### src/verilog/port_a_defs.svh
// constants for the six-bit parallel port: widths, register offsets, reset values
`ifndef PORT_A_DEFS_SVH
`define PORT_A_DEFS_SVH
`define PIN_COUNT        6
`define PIN_MSB          5
`define DIR_BITS         4
`define DIR_MSB          3
`define ADDR_MSB         7
`define OUTPUT_ONLY_MASK 6'h10
`define INPUT_CAP_MASK   6'h2F
`define ADDR_PIN_DATA    8'h00
`define ADDR_DIRECTION   8'h04
`define ADDR_DIGITAL_EN  8'h08
`define ADDR_ANALOG_EN   8'h0C
`define ADDR_DEBUG_EN    8'h10
`define ADDR_STATUS      8'h14
`define RST_PIN_DATA     6'h00
`define RST_DIRECTION    4'h0
`define RST_DIGITAL_EN   6'h00
`define RST_ANALOG_EN    6'h00
`define RST_DEBUG_EN     1'h1
`define RST_PIN_OUT      6'h00
`define RST_PIN_OE_B     6'h3F
`define RST_IBUF_EN      6'h2F
`define RST_PULL_EN      6'h00
`define RST_DRIVE_HIGH   6'h00
`define RST_WORD         32'h00000000
`define HTRANS_NONSEQ    2'h2
`define HRESP_OKAY       1'h0
`endif

### src/verilog/port_a_pkg.sv
// types shared by the port and its bus front end
package port_a_pkg;
`include "port_a_defs.svh"

  typedef enum logic [2:0] {
    PH_IDLE = 3'b001,
    PH_WAIT = 3'b010,
    PH_DONE = 3'b100
  } bus_phase_t;

  typedef struct packed {
    bus_phase_t             phase;
    logic [`ADDR_MSB:0]     addr;
    logic                   write;
    logic                   ready;
  } front_state_t;

  typedef struct packed {
    logic [`PIN_MSB:0]      pin_data;
    logic [`DIR_MSB:0]      direction;
    logic [`PIN_MSB:0]      digital_en;
    logic [`PIN_MSB:0]      analog_en;
    logic                   debug_en;
    logic [31:0]            hrdata;
    logic [`PIN_MSB:0]      pin_out;
    logic [`PIN_MSB:0]      pin_oe_b;
    logic [`PIN_MSB:0]      ibuf_en;
    logic [`PIN_MSB:0]      pull_en;
    logic [`PIN_MSB:0]      drive_high;
    logic                   hold;
  } port_state_t;
endpackage : port_a_pkg

### src/verilog/pin_path_cell.sv
// one pin's buffer steering and data-register read source
module pin_path_cell #(
  parameter bit OUTPUT_ONLY = 1'b0
) (
  input  wire logic dir_in,
  input  wire logic data_in,
  input  wire logic digital_en_in,
  input  wire logic alt_data_in,
  input  wire logic alt_drive_en_in,
  input  wire logic analog_en_in,
  input  wire logic pin_in,
  output logic      drive_out,
  output logic      oe_b_out,
  output logic      ibuf_en_out,
  output logic      read_bit_out
);
  // analog beats digital alternate, which beats the port itself
  always_comb begin
    drive_out = data_in;
    oe_b_out  = !(dir_in || OUTPUT_ONLY); // RULE4 RULE16
    if (analog_en_in) begin
      oe_b_out = 1'b1; // RULE7 RULE9
    end else if (digital_en_in) begin
      drive_out = alt_data_in; // RULE1 RULE6
      oe_b_out  = !alt_drive_en_in;
    end
  end

  // input buffer off for analog use and on the output-only pin
  assign ibuf_en_out  = !analog_en_in && !OUTPUT_ONLY; // RULE5 RULE7
  // direction picks the read source even under an alternate function
  assign read_bit_out = dir_in ? data_in : (ibuf_en_out && pin_in); // RULE4 RULE6 RULE8
endmodule : pin_path_cell

### src/verilog/ahb_reg_front.sv
// ahb-lite address/data phase tracking with one wait state per transfer
`include "port_a_defs.svh"
module ahb_reg_front
  import port_a_pkg::*;
(
  input  wire logic               clk_in,
  input  wire logic               rst_b_in,
  input  wire logic               hsel_in,
  input  wire logic [31:0]        haddr_in,
  input  wire logic [1:0]         htrans_in,
  input  wire logic               hwrite_in,
  input  wire logic               hready_in,
  output logic                    hreadyout_out,
  output logic                    wr_pulse_out,
  output logic                    rd_pulse_out,
  output logic [`ADDR_MSB:0]      addr_out
);
  front_state_t st;
  front_state_t next_st;
  logic         take;

  // the wait state lets a write land before the next read samples registers
  always_comb begin
    next_st = st;
    take    = hsel_in && hready_in && (htrans_in == `HTRANS_NONSEQ);
    case (st.phase)
      PH_WAIT: begin
        next_st.phase = PH_DONE;
      end
      PH_IDLE, PH_DONE: begin
        next_st.phase = take ? PH_WAIT : PH_IDLE;
      end
      default: begin
        next_st.phase = PH_IDLE;
      end
    endcase
    if (take && st.phase != PH_WAIT) begin
      next_st.addr  = haddr_in[`ADDR_MSB:0];
      next_st.write = hwrite_in;
    end
    next_st.ready = (next_st.phase != PH_WAIT);
  end

  always_ff @(posedge clk_in or negedge rst_b_in) begin
    if (!rst_b_in) begin
      st <= '{phase: PH_IDLE, addr: '0, write: 1'b0, ready: 1'b1};
    end else begin
      st <= next_st;
    end
  end

  assign hreadyout_out = st.ready;
  assign wr_pulse_out  = (st.phase == PH_WAIT) && st.write;
  assign rd_pulse_out  = (st.phase == PH_WAIT) && !st.write;
  assign addr_out      = st.addr;
endmodule : ahb_reg_front

### src/verilog/parallel_io_port_a.sv
// six-bit parallel port with direction control, shared-function steering and ahb-lite registers
//
// Behaviour
// [RULE1] an enabled shared peripheral takes the pin from general I/O
// [RULE2] after reset shared functions off, pins inputs, pulls off, output-only pin is debug
// [RULE3] after reset every pin selects low drive strength
// [RULE4] direction bit enables the output buffer and picks the data read source
// [RULE5] input buffer always on except analog use or the output-only pin
// [RULE6] a shared digital function drives the buffer; direction still picks reads
// [RULE7] an analog function turns off both buffers of its pin
// [RULE8] input bit with its input buffer off reads zero
// [RULE9] analog beats digital alternate when both are enabled
// [RULE10] software should load data before turning a pin to output
// [RULE11] wait and stop hold every pin state; wakeup restores previous function
// [RULE12] an input bit reads the current pin level
// [RULE13] an output bit reads the value last written
// [RULE14] writes latch all data bits; output bits drive the latched level
// [RULE15] reset clears data to zero, and nothing is driven
// [RULE16] direction 0 means input and pin reads; 1 means output and latch reads
// [RULE17] top two data bits read zero; all data bits reset to zero (here only bit 4 reads zero; bit 5 reads its pin level as an input)
// [RULE18] unimplemented direction bits ignore writes and read zero
//
// Added by the designer: the placing of the registers and the AHB-Lite register port.
`include "port_a_defs.svh"
module parallel_io_port_a
  import port_a_pkg::*;
(
  input  wire logic               clk_in,
  input  wire logic               rst_b_in,
  input  wire logic               hsel_in,
  input  wire logic [31:0]        haddr_in,
  input  wire logic [1:0]         htrans_in,
  input  wire logic               hwrite_in,
  input  wire logic [2:0]         hsize_in,
  input  wire logic [31:0]        hwdata_in,
  input  wire logic               hready_in,
  output logic                    hreadyout_out,
  output logic [31:0]             hrdata_out,
  output logic                    hresp_out,
  input  wire logic [`PIN_MSB:0]  pin_in,
  output logic [`PIN_MSB:0]       pin_out,
  output logic [`PIN_MSB:0]       pin_oe_b_out,
  output logic [`PIN_MSB:0]       input_buffer_en_out,
  output logic [`PIN_MSB:0]       pull_device_enable_bit_out,
  output logic [`PIN_MSB:0]       drive_strength_select_bit_out,
  input  wire logic [`PIN_MSB:0]  alt_data_in,
  input  wire logic [`PIN_MSB:0]  alt_drive_en_in,
  input  wire logic               wait_mode_in,
  input  wire logic               stop_mode_in
);
  port_state_t          st;
  port_state_t          next_st;
  logic                 wr_pulse;
  logic                 rd_pulse;
  logic                 front_ready;
  logic [`ADDR_MSB:0]   addr;
  logic [`PIN_MSB:0]    dir_ext;
  logic [`PIN_MSB:0]    digital_eff;
  logic [`PIN_MSB:0]    cell_drive;
  logic [`PIN_MSB:0]    cell_oe_b;
  logic [`PIN_MSB:0]    cell_ibuf;
  logic [`PIN_MSB:0]    cell_read;
  logic                 low_power;
  localparam logic [`PIN_MSB:0] ONLY_PIN_MASK = `OUTPUT_ONLY_MASK;

  //////////////////////////////////////////////////////////////////////////////
  // bus front end

  // hsize is not decoded: only whole-word transfers are issued on this bus
  ahb_reg_front u_front (
    .clk_in        (clk_in),
    .rst_b_in      (rst_b_in),
    .hsel_in       (hsel_in),
    .haddr_in      (haddr_in),
    .htrans_in     (htrans_in),
    .hwrite_in     (hwrite_in),
    .hready_in     (hready_in),
    .hreadyout_out (front_ready),
    .wr_pulse_out  (wr_pulse),
    .rd_pulse_out  (rd_pulse),
    .addr_out      (addr)
  );

  //////////////////////////////////////////////////////////////////////////////
  // per-pin steering

  // pins above the direction field have no direction bit: pin 5 acts as an input, output-only pin 4 drives
  assign dir_ext     = {{(`PIN_COUNT - `DIR_BITS){1'b0}}, st.direction}; // RULE18
  // the debug function sits on the output-only pin as its shared function
  assign digital_eff = st.digital_en | ({`PIN_COUNT{st.debug_en}} & `OUTPUT_ONLY_MASK); // RULE2
  assign low_power   = wait_mode_in || stop_mode_in;

  // one cell per pin; the output-only pin gets its own flavour
  genvar gi;
  generate
    for (gi = 0; gi < `PIN_COUNT; gi++) begin : g_pin
      pin_path_cell #(
        .OUTPUT_ONLY (ONLY_PIN_MASK[gi])
      ) u_cell (
        .dir_in          (dir_ext[gi]),
        .data_in         (st.pin_data[gi]),
        .digital_en_in   (digital_eff[gi]),
        .alt_data_in     (alt_data_in[gi]),
        .alt_drive_en_in (alt_drive_en_in[gi]),
        .analog_en_in    (st.analog_en[gi]),
        .pin_in          (pin_in[gi]),
        .drive_out       (cell_drive[gi]),
        .oe_b_out        (cell_oe_b[gi]),
        .ibuf_en_out     (cell_ibuf[gi]),
        .read_bit_out    (cell_read[gi])
      );
    end
  endgenerate

  //////////////////////////////////////////////////////////////////////////////
  // register file and pin state

  always_comb begin
    next_st = st;
    // register writes land in the wait cycle of the data phase
    if (wr_pulse) begin
      case (addr)
        `ADDR_PIN_DATA: begin
          next_st.pin_data = hwdata_in[`PIN_MSB:0]; // RULE14
        end
        `ADDR_DIRECTION: begin
          next_st.direction = hwdata_in[`DIR_MSB:0]; // RULE16
        end
        `ADDR_DIGITAL_EN: begin
          next_st.digital_en = hwdata_in[`PIN_MSB:0]; // RULE1
        end
        `ADDR_ANALOG_EN: begin
          next_st.analog_en = hwdata_in[`PIN_MSB:0]; // RULE7
        end
        `ADDR_DEBUG_EN: begin
          next_st.debug_en = hwdata_in[0];
        end
        default: begin
          next_st.debug_en = st.debug_en;
        end
      endcase
    end
    // read word is built in the wait cycle, so it sees a just-finished write
    if (rd_pulse) begin
      case (addr)
        `ADDR_PIN_DATA: begin
          next_st.hrdata = {{(32 - `PIN_COUNT){1'b0}}, cell_read}; // RULE12 RULE13 RULE17
        end
        `ADDR_DIRECTION: begin
          next_st.hrdata = {{(32 - `DIR_BITS){1'b0}}, st.direction}; // RULE18
        end
        `ADDR_DIGITAL_EN: begin
          next_st.hrdata = {{(32 - `PIN_COUNT){1'b0}}, st.digital_en};
        end
        `ADDR_ANALOG_EN: begin
          next_st.hrdata = {{(32 - `PIN_COUNT){1'b0}}, st.analog_en};
        end
        `ADDR_DEBUG_EN: begin
          next_st.hrdata = {31'h00000000, st.debug_en};
        end
        `ADDR_STATUS: begin
          next_st.hrdata = {31'h00000000, st.hold};
        end
        default: begin
          next_st.hrdata = `RST_WORD;
        end
      endcase
    end
    // pins freeze in wait and stop; registers keep steering so wakeup restores them
    next_st.hold = low_power; // RULE11
    if (!low_power) begin
      next_st.pin_out  = cell_drive; // RULE6 RULE14
      next_st.pin_oe_b = cell_oe_b;  // RULE4 RULE7 RULE9
      next_st.ibuf_en  = cell_ibuf;  // RULE5
    end
    // pull and drive-strength controls live elsewhere; this port keeps them at default
    next_st.pull_en    = `RST_PULL_EN;    // RULE2
    next_st.drive_high = `RST_DRIVE_HIGH; // RULE3
  end

  // every control flop resets to a constant; pins come up undriven
  always_ff @(posedge clk_in or negedge rst_b_in) begin
    if (!rst_b_in) begin
      st.pin_data   <= `RST_PIN_DATA;   // RULE15 RULE17
      st.direction  <= `RST_DIRECTION;  // RULE2
      st.digital_en <= `RST_DIGITAL_EN; // RULE2
      st.analog_en  <= `RST_ANALOG_EN;
      st.debug_en   <= `RST_DEBUG_EN;   // RULE2
      st.hrdata     <= `RST_WORD;
      st.pin_out    <= `RST_PIN_OUT;
      st.pin_oe_b   <= `RST_PIN_OE_B;   // RULE15
      st.ibuf_en    <= `RST_IBUF_EN;
      st.pull_en    <= `RST_PULL_EN;
      st.drive_high <= `RST_DRIVE_HIGH; // RULE3
      st.hold       <= 1'b0;
    end else begin
      st <= next_st;
    end
  end

  //////////////////////////////////////////////////////////////////////////////
  // outputs

  assign hreadyout_out                 = front_ready;
  assign hrdata_out                    = st.hrdata;
  assign hresp_out                     = `HRESP_OKAY;
  assign pin_out                       = st.pin_out;
  assign pin_oe_b_out                  = st.pin_oe_b;
  assign input_buffer_en_out           = st.ibuf_en;
  assign pull_device_enable_bit_out    = st.pull_en;
  assign drive_strength_select_bit_out = st.drive_high;

  logic [`PIN_MSB:0] gpio_mask;
  logic              take_req;
  assign gpio_mask = ~digital_eff & ~st.analog_en;
  assign take_req  = hsel_in && hready_in && (htrans_in == `HTRANS_NONSEQ) && front_ready;
endmodule : parallel_io_port_a

### config.mk
export PLATFORM = sky130hd
export DESIGN_NAME = parallel_io_port_a
export DESIGN_NICKNAME = d
export VERILOG_FILES = /design/src/verilog/port_a_pkg.sv /design/src/verilog/pin_path_cell.sv /design/src/verilog/ahb_reg_front.sv /design/src/verilog/parallel_io_port_a.sv
export VERILOG_INCLUDE_DIRS = /design/src /design/src/verilog
export SDC_FILE = /design/constraint.sdc
export NUM_CORES = 1
export LEC_CHECK = 0
export BUFFER_PORTS_ARGS = -buffer_cell sky130_fd_sc_hd__clkbuf_2
export CORE_AREA = 2 2 66 116
export DETAILED_ROUTE_END_ITERATION = 7
export DIE_AREA = 0 0 68 118
export PLACE_DENSITY = 0.92
export SYNTH_ARGS = -nofsm -noshare
export SYNTH_HDL_FRONTEND = slang
export SYNTH_HIERARCHICAL = 1
export SYNTH_SLANG_ARGS = --single-unit
### constraint.sdc
create_clock -name clk_in -period 4.2 [get_ports clk_in]
set_input_delay 0.63 -clock clk_in [delete_from_list [all_inputs] [get_ports clk_in]]
set_output_delay 0.63 -clock clk_in [all_outputs]
set_load 0.005 [all_outputs]
## Word-level counts from Yosys, hierarchy flattened

Index checks and enable logic that the tools add are counted.

- Bits of input ports: 94
- Latch bits: 0
- Memories: 0
- Flip-flop bits (word level): 86
- Output and inout port bits: 64
- Bits in writable memories: 0
- Bits in read-only memories: 0

- Divide/modulo/power cells: 0
- Equality and inequality tests: 11
- Mux-type cells: 31
- Multipliers: 0
- $add $sub $neg: 0
- Bitwise gates (word level): 1
- Shift-type cells: 0
- Magnitude comparators: 0
- Reductions and logical operators: 34

Operator list:

| cell | count |
|---|---|
| $pmux 6 s6 | 1 |
| $mux 1 | 28 |
| $eq 8x4->1 const B | 2 |
| $eq 8x5->1 const B | 2 |
| $logic_not 1->1 | 16 |
| $logic_and 1x1->1 | 10 |
| $reduce_and 2->1 | 5 |
| $eq 8x3->1 const B | 1 |
| $logic_not 8->1 | 1 |
| $ne 3x2->1 const B | 2 |
| $or 6x5->6 | 1 |
| $pmux 3 s2 | 1 |
| $eq 3x1->1 const B | 1 |
| $eq 3x2->1 const B | 1 |
| $eq 3x3->1 const B | 1 |
| $eq 2x2->1 const B | 1 |
| $mux 2 | 1 |
| $reduce_or 2->1 | 1 |
| $logic_or 1x1->1 | 1 |

## Logic depth before layout (Yosys ltp)

- Depth in word-level cells: 5
- Gate-level depth with buffers: 5
- Mapped depth without buffers: 5

## By module

Netlist, hierarchy kept.

Modules (own cells, without submodules):

| module | cells each | area each (µm²) | times used |
|---|---|---|---|
| parallel_io_port_a | 202 | 2,538.7 | 1 |
| ahb_reg_front | 39 | 595.6 | 1 |
| pin_path_cell (g_pin[0].u_cell ...) | 7 | 55.1 | 5 |
| pin_path_cell (g_pin[4].u_cell) | 7 | 58.8 | 1 |

## Worst setup path after synthesis

OpenSTA, ideal clock, no wires.

- Path type: register to register
- Start: register u_front/st[12] in the netlist's numbering
- End: register st[64] in the netlist's numbering
- Clock period less this slack: 1.799 ns
- Slack: 2.401 ns
- Stages on the path, launching flop included: 6
- Arrival: 1.674 ns
- Buffers on the path: 0
- Path through: dfrtp_1 nor3b_4 and2_1 nor4b_4 nand3_1 mux2_2

- Cells in the longest elaborated chain, start to end: 3

RTL lines:

| item | RTL line | text |
|---|---|---|
| start, declared | ahb_reg_front.sv:18 | `front_state_t st;` |
| start signal, assigned | ahb_reg_front.sv:46 | `st <= '{phase: PH_IDLE, addr: '0, write: 1'b0, ready: 1'b1};` |
| start signal, assigned | ahb_reg_front.sv:48 | `st <= next_st;` |
| $eq 3x2->1 | ahb_reg_front.sv:53 | `assign wr_pulse_out = (st.phase == PH_WAIT) && st.write;` |
| $logic_and 1x1->1 | ahb_reg_front.sv:53 |  |
| net wr_pulse | parallel_io_port_a.sv:53 | `logic wr_pulse;` |
| $reduce_and 2->1 (no source line) | - |  |
| end signal, assigned | parallel_io_port_a.sv:197 | `st <= next_st;` |
| end, declared | parallel_io_port_a.sv:51 | `port_state_t st;` |

The timed path passes the listed nets, and every way through them passes these cells.
A chain may end at the register's enable or synchronous reset.

## Worst setup path after layout

- Start: register u_front/st[12] in the netlist's numbering
- End: register st (netlist bit hrdata_out[1])

- Cells in the longest elaborated chain, start to end: 2

RTL lines:

| item | RTL line | text |
|---|---|---|
| $eq 3x2->1 | ahb_reg_front.sv:54 | `assign rd_pulse_out = (st.phase == PH_WAIT) && !st.write;` |
| $logic_and 1x1->1 | ahb_reg_front.sv:54 |  |
| net rd_pulse | parallel_io_port_a.sv:54 | `logic rd_pulse;` |

The timed path passes the listed nets, and every way through them passes these cells.

==> impl_summary.txt <==
----------------------------------------------------
[Timing]
  Final setup TNS ... 0 ns
  Final min period ... 2.18 ns
  Slew of the pin with the lowest slew margin ... 0.986 ns
  Hold Worst Slack ... 0.462 ns
  Unrepaired setup endpoints after global routing ... false
  Final cycle utilization of the critical path ... 0.519
  Max Clk Rate ... approximately 460 MHz
  Number of hold violations in the final report ... 0
  Count of final max-slew check failures ... 0
  Relative slew margins ... 0.342
  Number of setup violations in the final report ... 0
  Setup Skew ... 0.00517 ns

[Placement]
  IO buf count ... 64
  Detailed-placement wirelength estimate ... 4.49 mm
  RD Place Congestion ... 0.798
  Cell Area, Placed ... approximately 0.0035 mm^2

[GRT]
  Overall overflow remaining after global route ... 0
  Largest net degree at the start of global routing ... 62
  Antenna violations before repair ... 0
  Via count of the first global-routing pass ... 1980
  Overall fraction of global-route tracks in use ... 0.162
  First-pass GRT wire length ... 9.56 mm

[Floorplanning]
  Die extent in x ... 68 um
  Ports placed on the boundary ... 158
  Floorplan row count ... 41
  Core box area ... approximately 0.0071 mm^2
  Full die area ... between 0.008 and 0.009 mm^2
  Initial Utilization ... 0.490
  Die height ... 118 um

[Synth]
  Netlist Area Pre-Place ... 0.00347 mm^2
  Cell type contributing the most total cell area after synthesis ... sky130_fd_sc_hd__dfrtp_1
  Ys Warns ... 6
  Share of flip-flops with an asynchronous set or reset after synthesis ... 1.00
  Average cell area after synthesis ... 12.3 um^2
  Synth top area share ... 0.339
  Post-synth top flop ... sky130_fd_sc_hd__dfrtp_1
  Gate Count Post-Synth ... 283
  Sequential element share of the synthesized area ... 0.445
  Number of enable-type register cells in the synthesized netlist ... 0
  Number of distinct library cells after synthesis ... 38
  Cell types with the largest area share after synthesis ... sky130_fd_sc_hd__dfrtp_1, sky130_fd_sc_hd__buf_4, sky130_fd_sc_hd__mux2_2
  Flops & latches, synth ... 61

[Finish]
  NumNets Final ... 420
  Area growth syn-to-layout ... 11.0%
  Antenna Diode Count ... 0
  Fraction of final layout cells sized beyond drive strength 1 ... 0.526
  Final std cell area, no fill ... 0.00385 mm^2
  Fillcell total ... around 600

[Power and ir drop]
  Leakage power of the design ... 0.00185 uW
  Pwr dens ... 468 mW/mm^2
  Total power ... 1800 uW
  Worst IR Drop VDD ... 0.000256 V

[Routing]
  Wire length per cell ... between 10 and 15 um
  Routed Antenna Nets ... 0
  Total wirelength of the detailed-routed design ... 5.93 mm
  Initial DRC Count ... ~120
  Total vias in the final route ... 2027
  Drt drc ... 0
  1st-pass router iterations ... 4
  Via density ... 4.86

[Worst setup path]
  Type of the worst setup path ... reg2reg
  Largest stage delay, worst path ... 0.49 ns
  Cell family with most CP delay ... simple AND/OR/NAND/NOR gates
  Setup crit start kind ... register
  Worst path arrival time ... 2.41 ns
  Count of buffer and inverter cells on the critical path ... 0
  Req. time, crit path ... 4.43 ns
  Cells traversed along the worst timing path ... nor3b_4 -> nor2b_1 -> nor3b_1 -> nand3b_1 -> o22ai_1
  Slowest CP cell ... sky130_fd_sc_hd__nor2b_1
  Critical path capture point type ... register
  Largest fanout on the critical path ... 7

[Outcome]
  Outcome ... complete, no violations

[CTS]
  Clock latency at the later pin of the worst-skew pair ... 0.32 ns
  Post-CTS setup buffers ... 0
  Number of cells upsized or downsized after cts ... 0
  Clock buffer count from CTS ... 9
  Hold_buf cts ... 0
  Maximum clock path buffer count ... 2
  Clock slew at the register clock pins of the worst setup and hold paths ... 0.05 ns
  Clock root cell ... sky130_fd_sc_hd__clkbuf_16
  Number of H-tree levels ... 3
  TritonCTS clock tree ... done
  Clock sink count ... between 60 and 70

[Min path]
  Type of the tightest min-delay check ... reg2reg

[Run]
  Number of violations of the max-capacitance limit ... 0

----------------------------------------------------
[layout by cell type, fill, tap and decap left out, types with 2 or more instances in the layout]
cell type                   Yosys  routed
sky130_fd_sc_hd__a2bb2oi_1      2       2
sky130_fd_sc_hd__o22ai_1        5       5
sky130_fd_sc_hd__dfstp_2       14      14
sky130_fd_sc_hd__nor2_1         8       8
sky130_fd_sc_hd__mux2_2        47      47
sky130_fd_sc_hd__clkbuf_16      0       9
sky130_fd_sc_hd__mux2_4        15      15
sky130_fd_sc_hd__bufinv_16      0       2
sky130_fd_sc_hd__nand2b_1       2       2
sky130_fd_sc_hd__nand2_1        6       6
sky130_fd_sc_hd__mux2i_1        4       4
sky130_fd_sc_hd__a22o_1         5       5
sky130_fd_sc_hd__conb_1         2      44
sky130_fd_sc_hd__nor2b_2        5       5
sky130_fd_sc_hd__clkbuf_2       0      64
sky130_fd_sc_hd__dfrtp_1       47      47
sky130_fd_sc_hd__and2_1         3       3
sky130_fd_sc_hd__inv_1         17      17
sky130_fd_sc_hd__mux4_2         3       3
sky130_fd_sc_hd__nand4b_1       2       2
sky130_fd_sc_hd__clkbuf_8       0       4
sky130_fd_sc_hd__nand3_1        3       3
[routing by layer]
layer / GRT usage / vias to the layer above / wire [um]
li1: - / 938 / -
met1: 0.178 / 986 / 2180
met2: 0.271 / 91 / 3180
met3: 0.0430 / 12 / 399
met4: 0.0888 / 0 / 172
met5: 0 / - / 0
[power breakdown]
part,switching (uW),internal [uW]
registers,69.7,666
logic,94.4,151
clock network,240,582
[sequential cells by signal, indices dropped and copies added, names as in the netlist]
name and count:
dir_ext 4, hrdata_out 6, input_buffer_en_out 6, pin_oe_b_out 6, pin_out 6, st 20
u_front/addr_out 8, u_front/hreadyout_out 1, u_front/st 4
[worst paths after layout]
path,startpoint,endpoint,slack [ns],cells after the start
hold / removal,u_front/st[11],u_front/st[11],0.46,1
hold reg to reg,u_front/st[11],u_front/st[11],0.46,1
setup / recovery,u_front/st[12],hrdata_out[1],2.02,5
setup reg to reg,u_front/st[12],hrdata_out[1],2.02,5
min in group asynchronous,rst_b_in,st[83],0.47,2
max in group asynchronous,rst_b_in,pin_out[0],3.22,2
[worst register-to-register path: stages (launching register included)]
cell,delay [ns]
sky130_fd_sc_hd__dfrtp_1,0.41
sky130_fd_sc_hd__nor3b_4,0.31
sky130_fd_sc_hd__nor2b_1,0.49
sky130_fd_sc_hd__nor3b_1,0.40
sky130_fd_sc_hd__nand3b_1,0.26
sky130_fd_sc_hd__o22ai_1,0.21
[Yosys cell counts (2+ instances only)]
master / count
sky130_fd_sc_hd__nor2b_2: 5
sky130_fd_sc_hd__buf_4: 72
sky130_fd_sc_hd__nand3_1: 3
sky130_fd_sc_hd__dfrtp_1: 47
sky130_fd_sc_hd__o22ai_1: 5
sky130_fd_sc_hd__conb_1: 2
sky130_fd_sc_hd__mux2i_1: 4
sky130_fd_sc_hd__a22o_1: 5
sky130_fd_sc_hd__mux2_4: 15
sky130_fd_sc_hd__mux2_2: 47
sky130_fd_sc_hd__nor2_1: 8
sky130_fd_sc_hd__buf_2: 3
sky130_fd_sc_hd__a2bb2oi_1: 2
sky130_fd_sc_hd__mux4_2: 3
sky130_fd_sc_hd__nand2_1: 6
sky130_fd_sc_hd__dfstp_2: 14
sky130_fd_sc_hd__nand4b_1: 2
sky130_fd_sc_hd__nand2b_1: 2
sky130_fd_sc_hd__and2_1: 3
sky130_fd_sc_hd__inv_1: 17
[per-stage QoR]
stage,util,std cells,setup slack (ns)
5_1_grt,0.544,417,1.85
3_3_place_gp,0.495,401,2.03
3_5_place_dp,0.495,401,2.02
2_1_floorplan,-,325,2.40
4_1_cts,0.544,417,2.01
6_report,0.544,417,2.02
[kinds of logic (layout without fill, tap and decap cells)]
kind of cell / after synthesis / count (layout) / synth area share
compound gates: 15 / 15 / 0.0343
flops: 61 / 61 / 0.445
simple gates: 43 / 43 / 0.0887
xor+xnor: 1 / 1 / 0.00253
buf+inv: 92 / 98 / 0.179
other cells: 2 / 44 / 0.00217
mux: 69 / 69 / 0.249
[area by class of cell]
| type | instances | area (um^2) | area share |
|---|---|---|---|
| Clock buffer | 13 | 280 | 0.0728 |
| Clock inverter | 3 | 65.1 | 0.0169 |
| Inverter | 17 | 63.8 | 0.0166 |
| Multi-Input combinational cell | 172 | 1460 | 0.380 |
| Sequential cell | 61 | 1540 | 0.401 |
| Tap cell | 86 | 108 | 0.0279 |
| Timing Repair Buffer | 65 | 328 | 0.0851 |
Power figures use the tool's default switching activity.
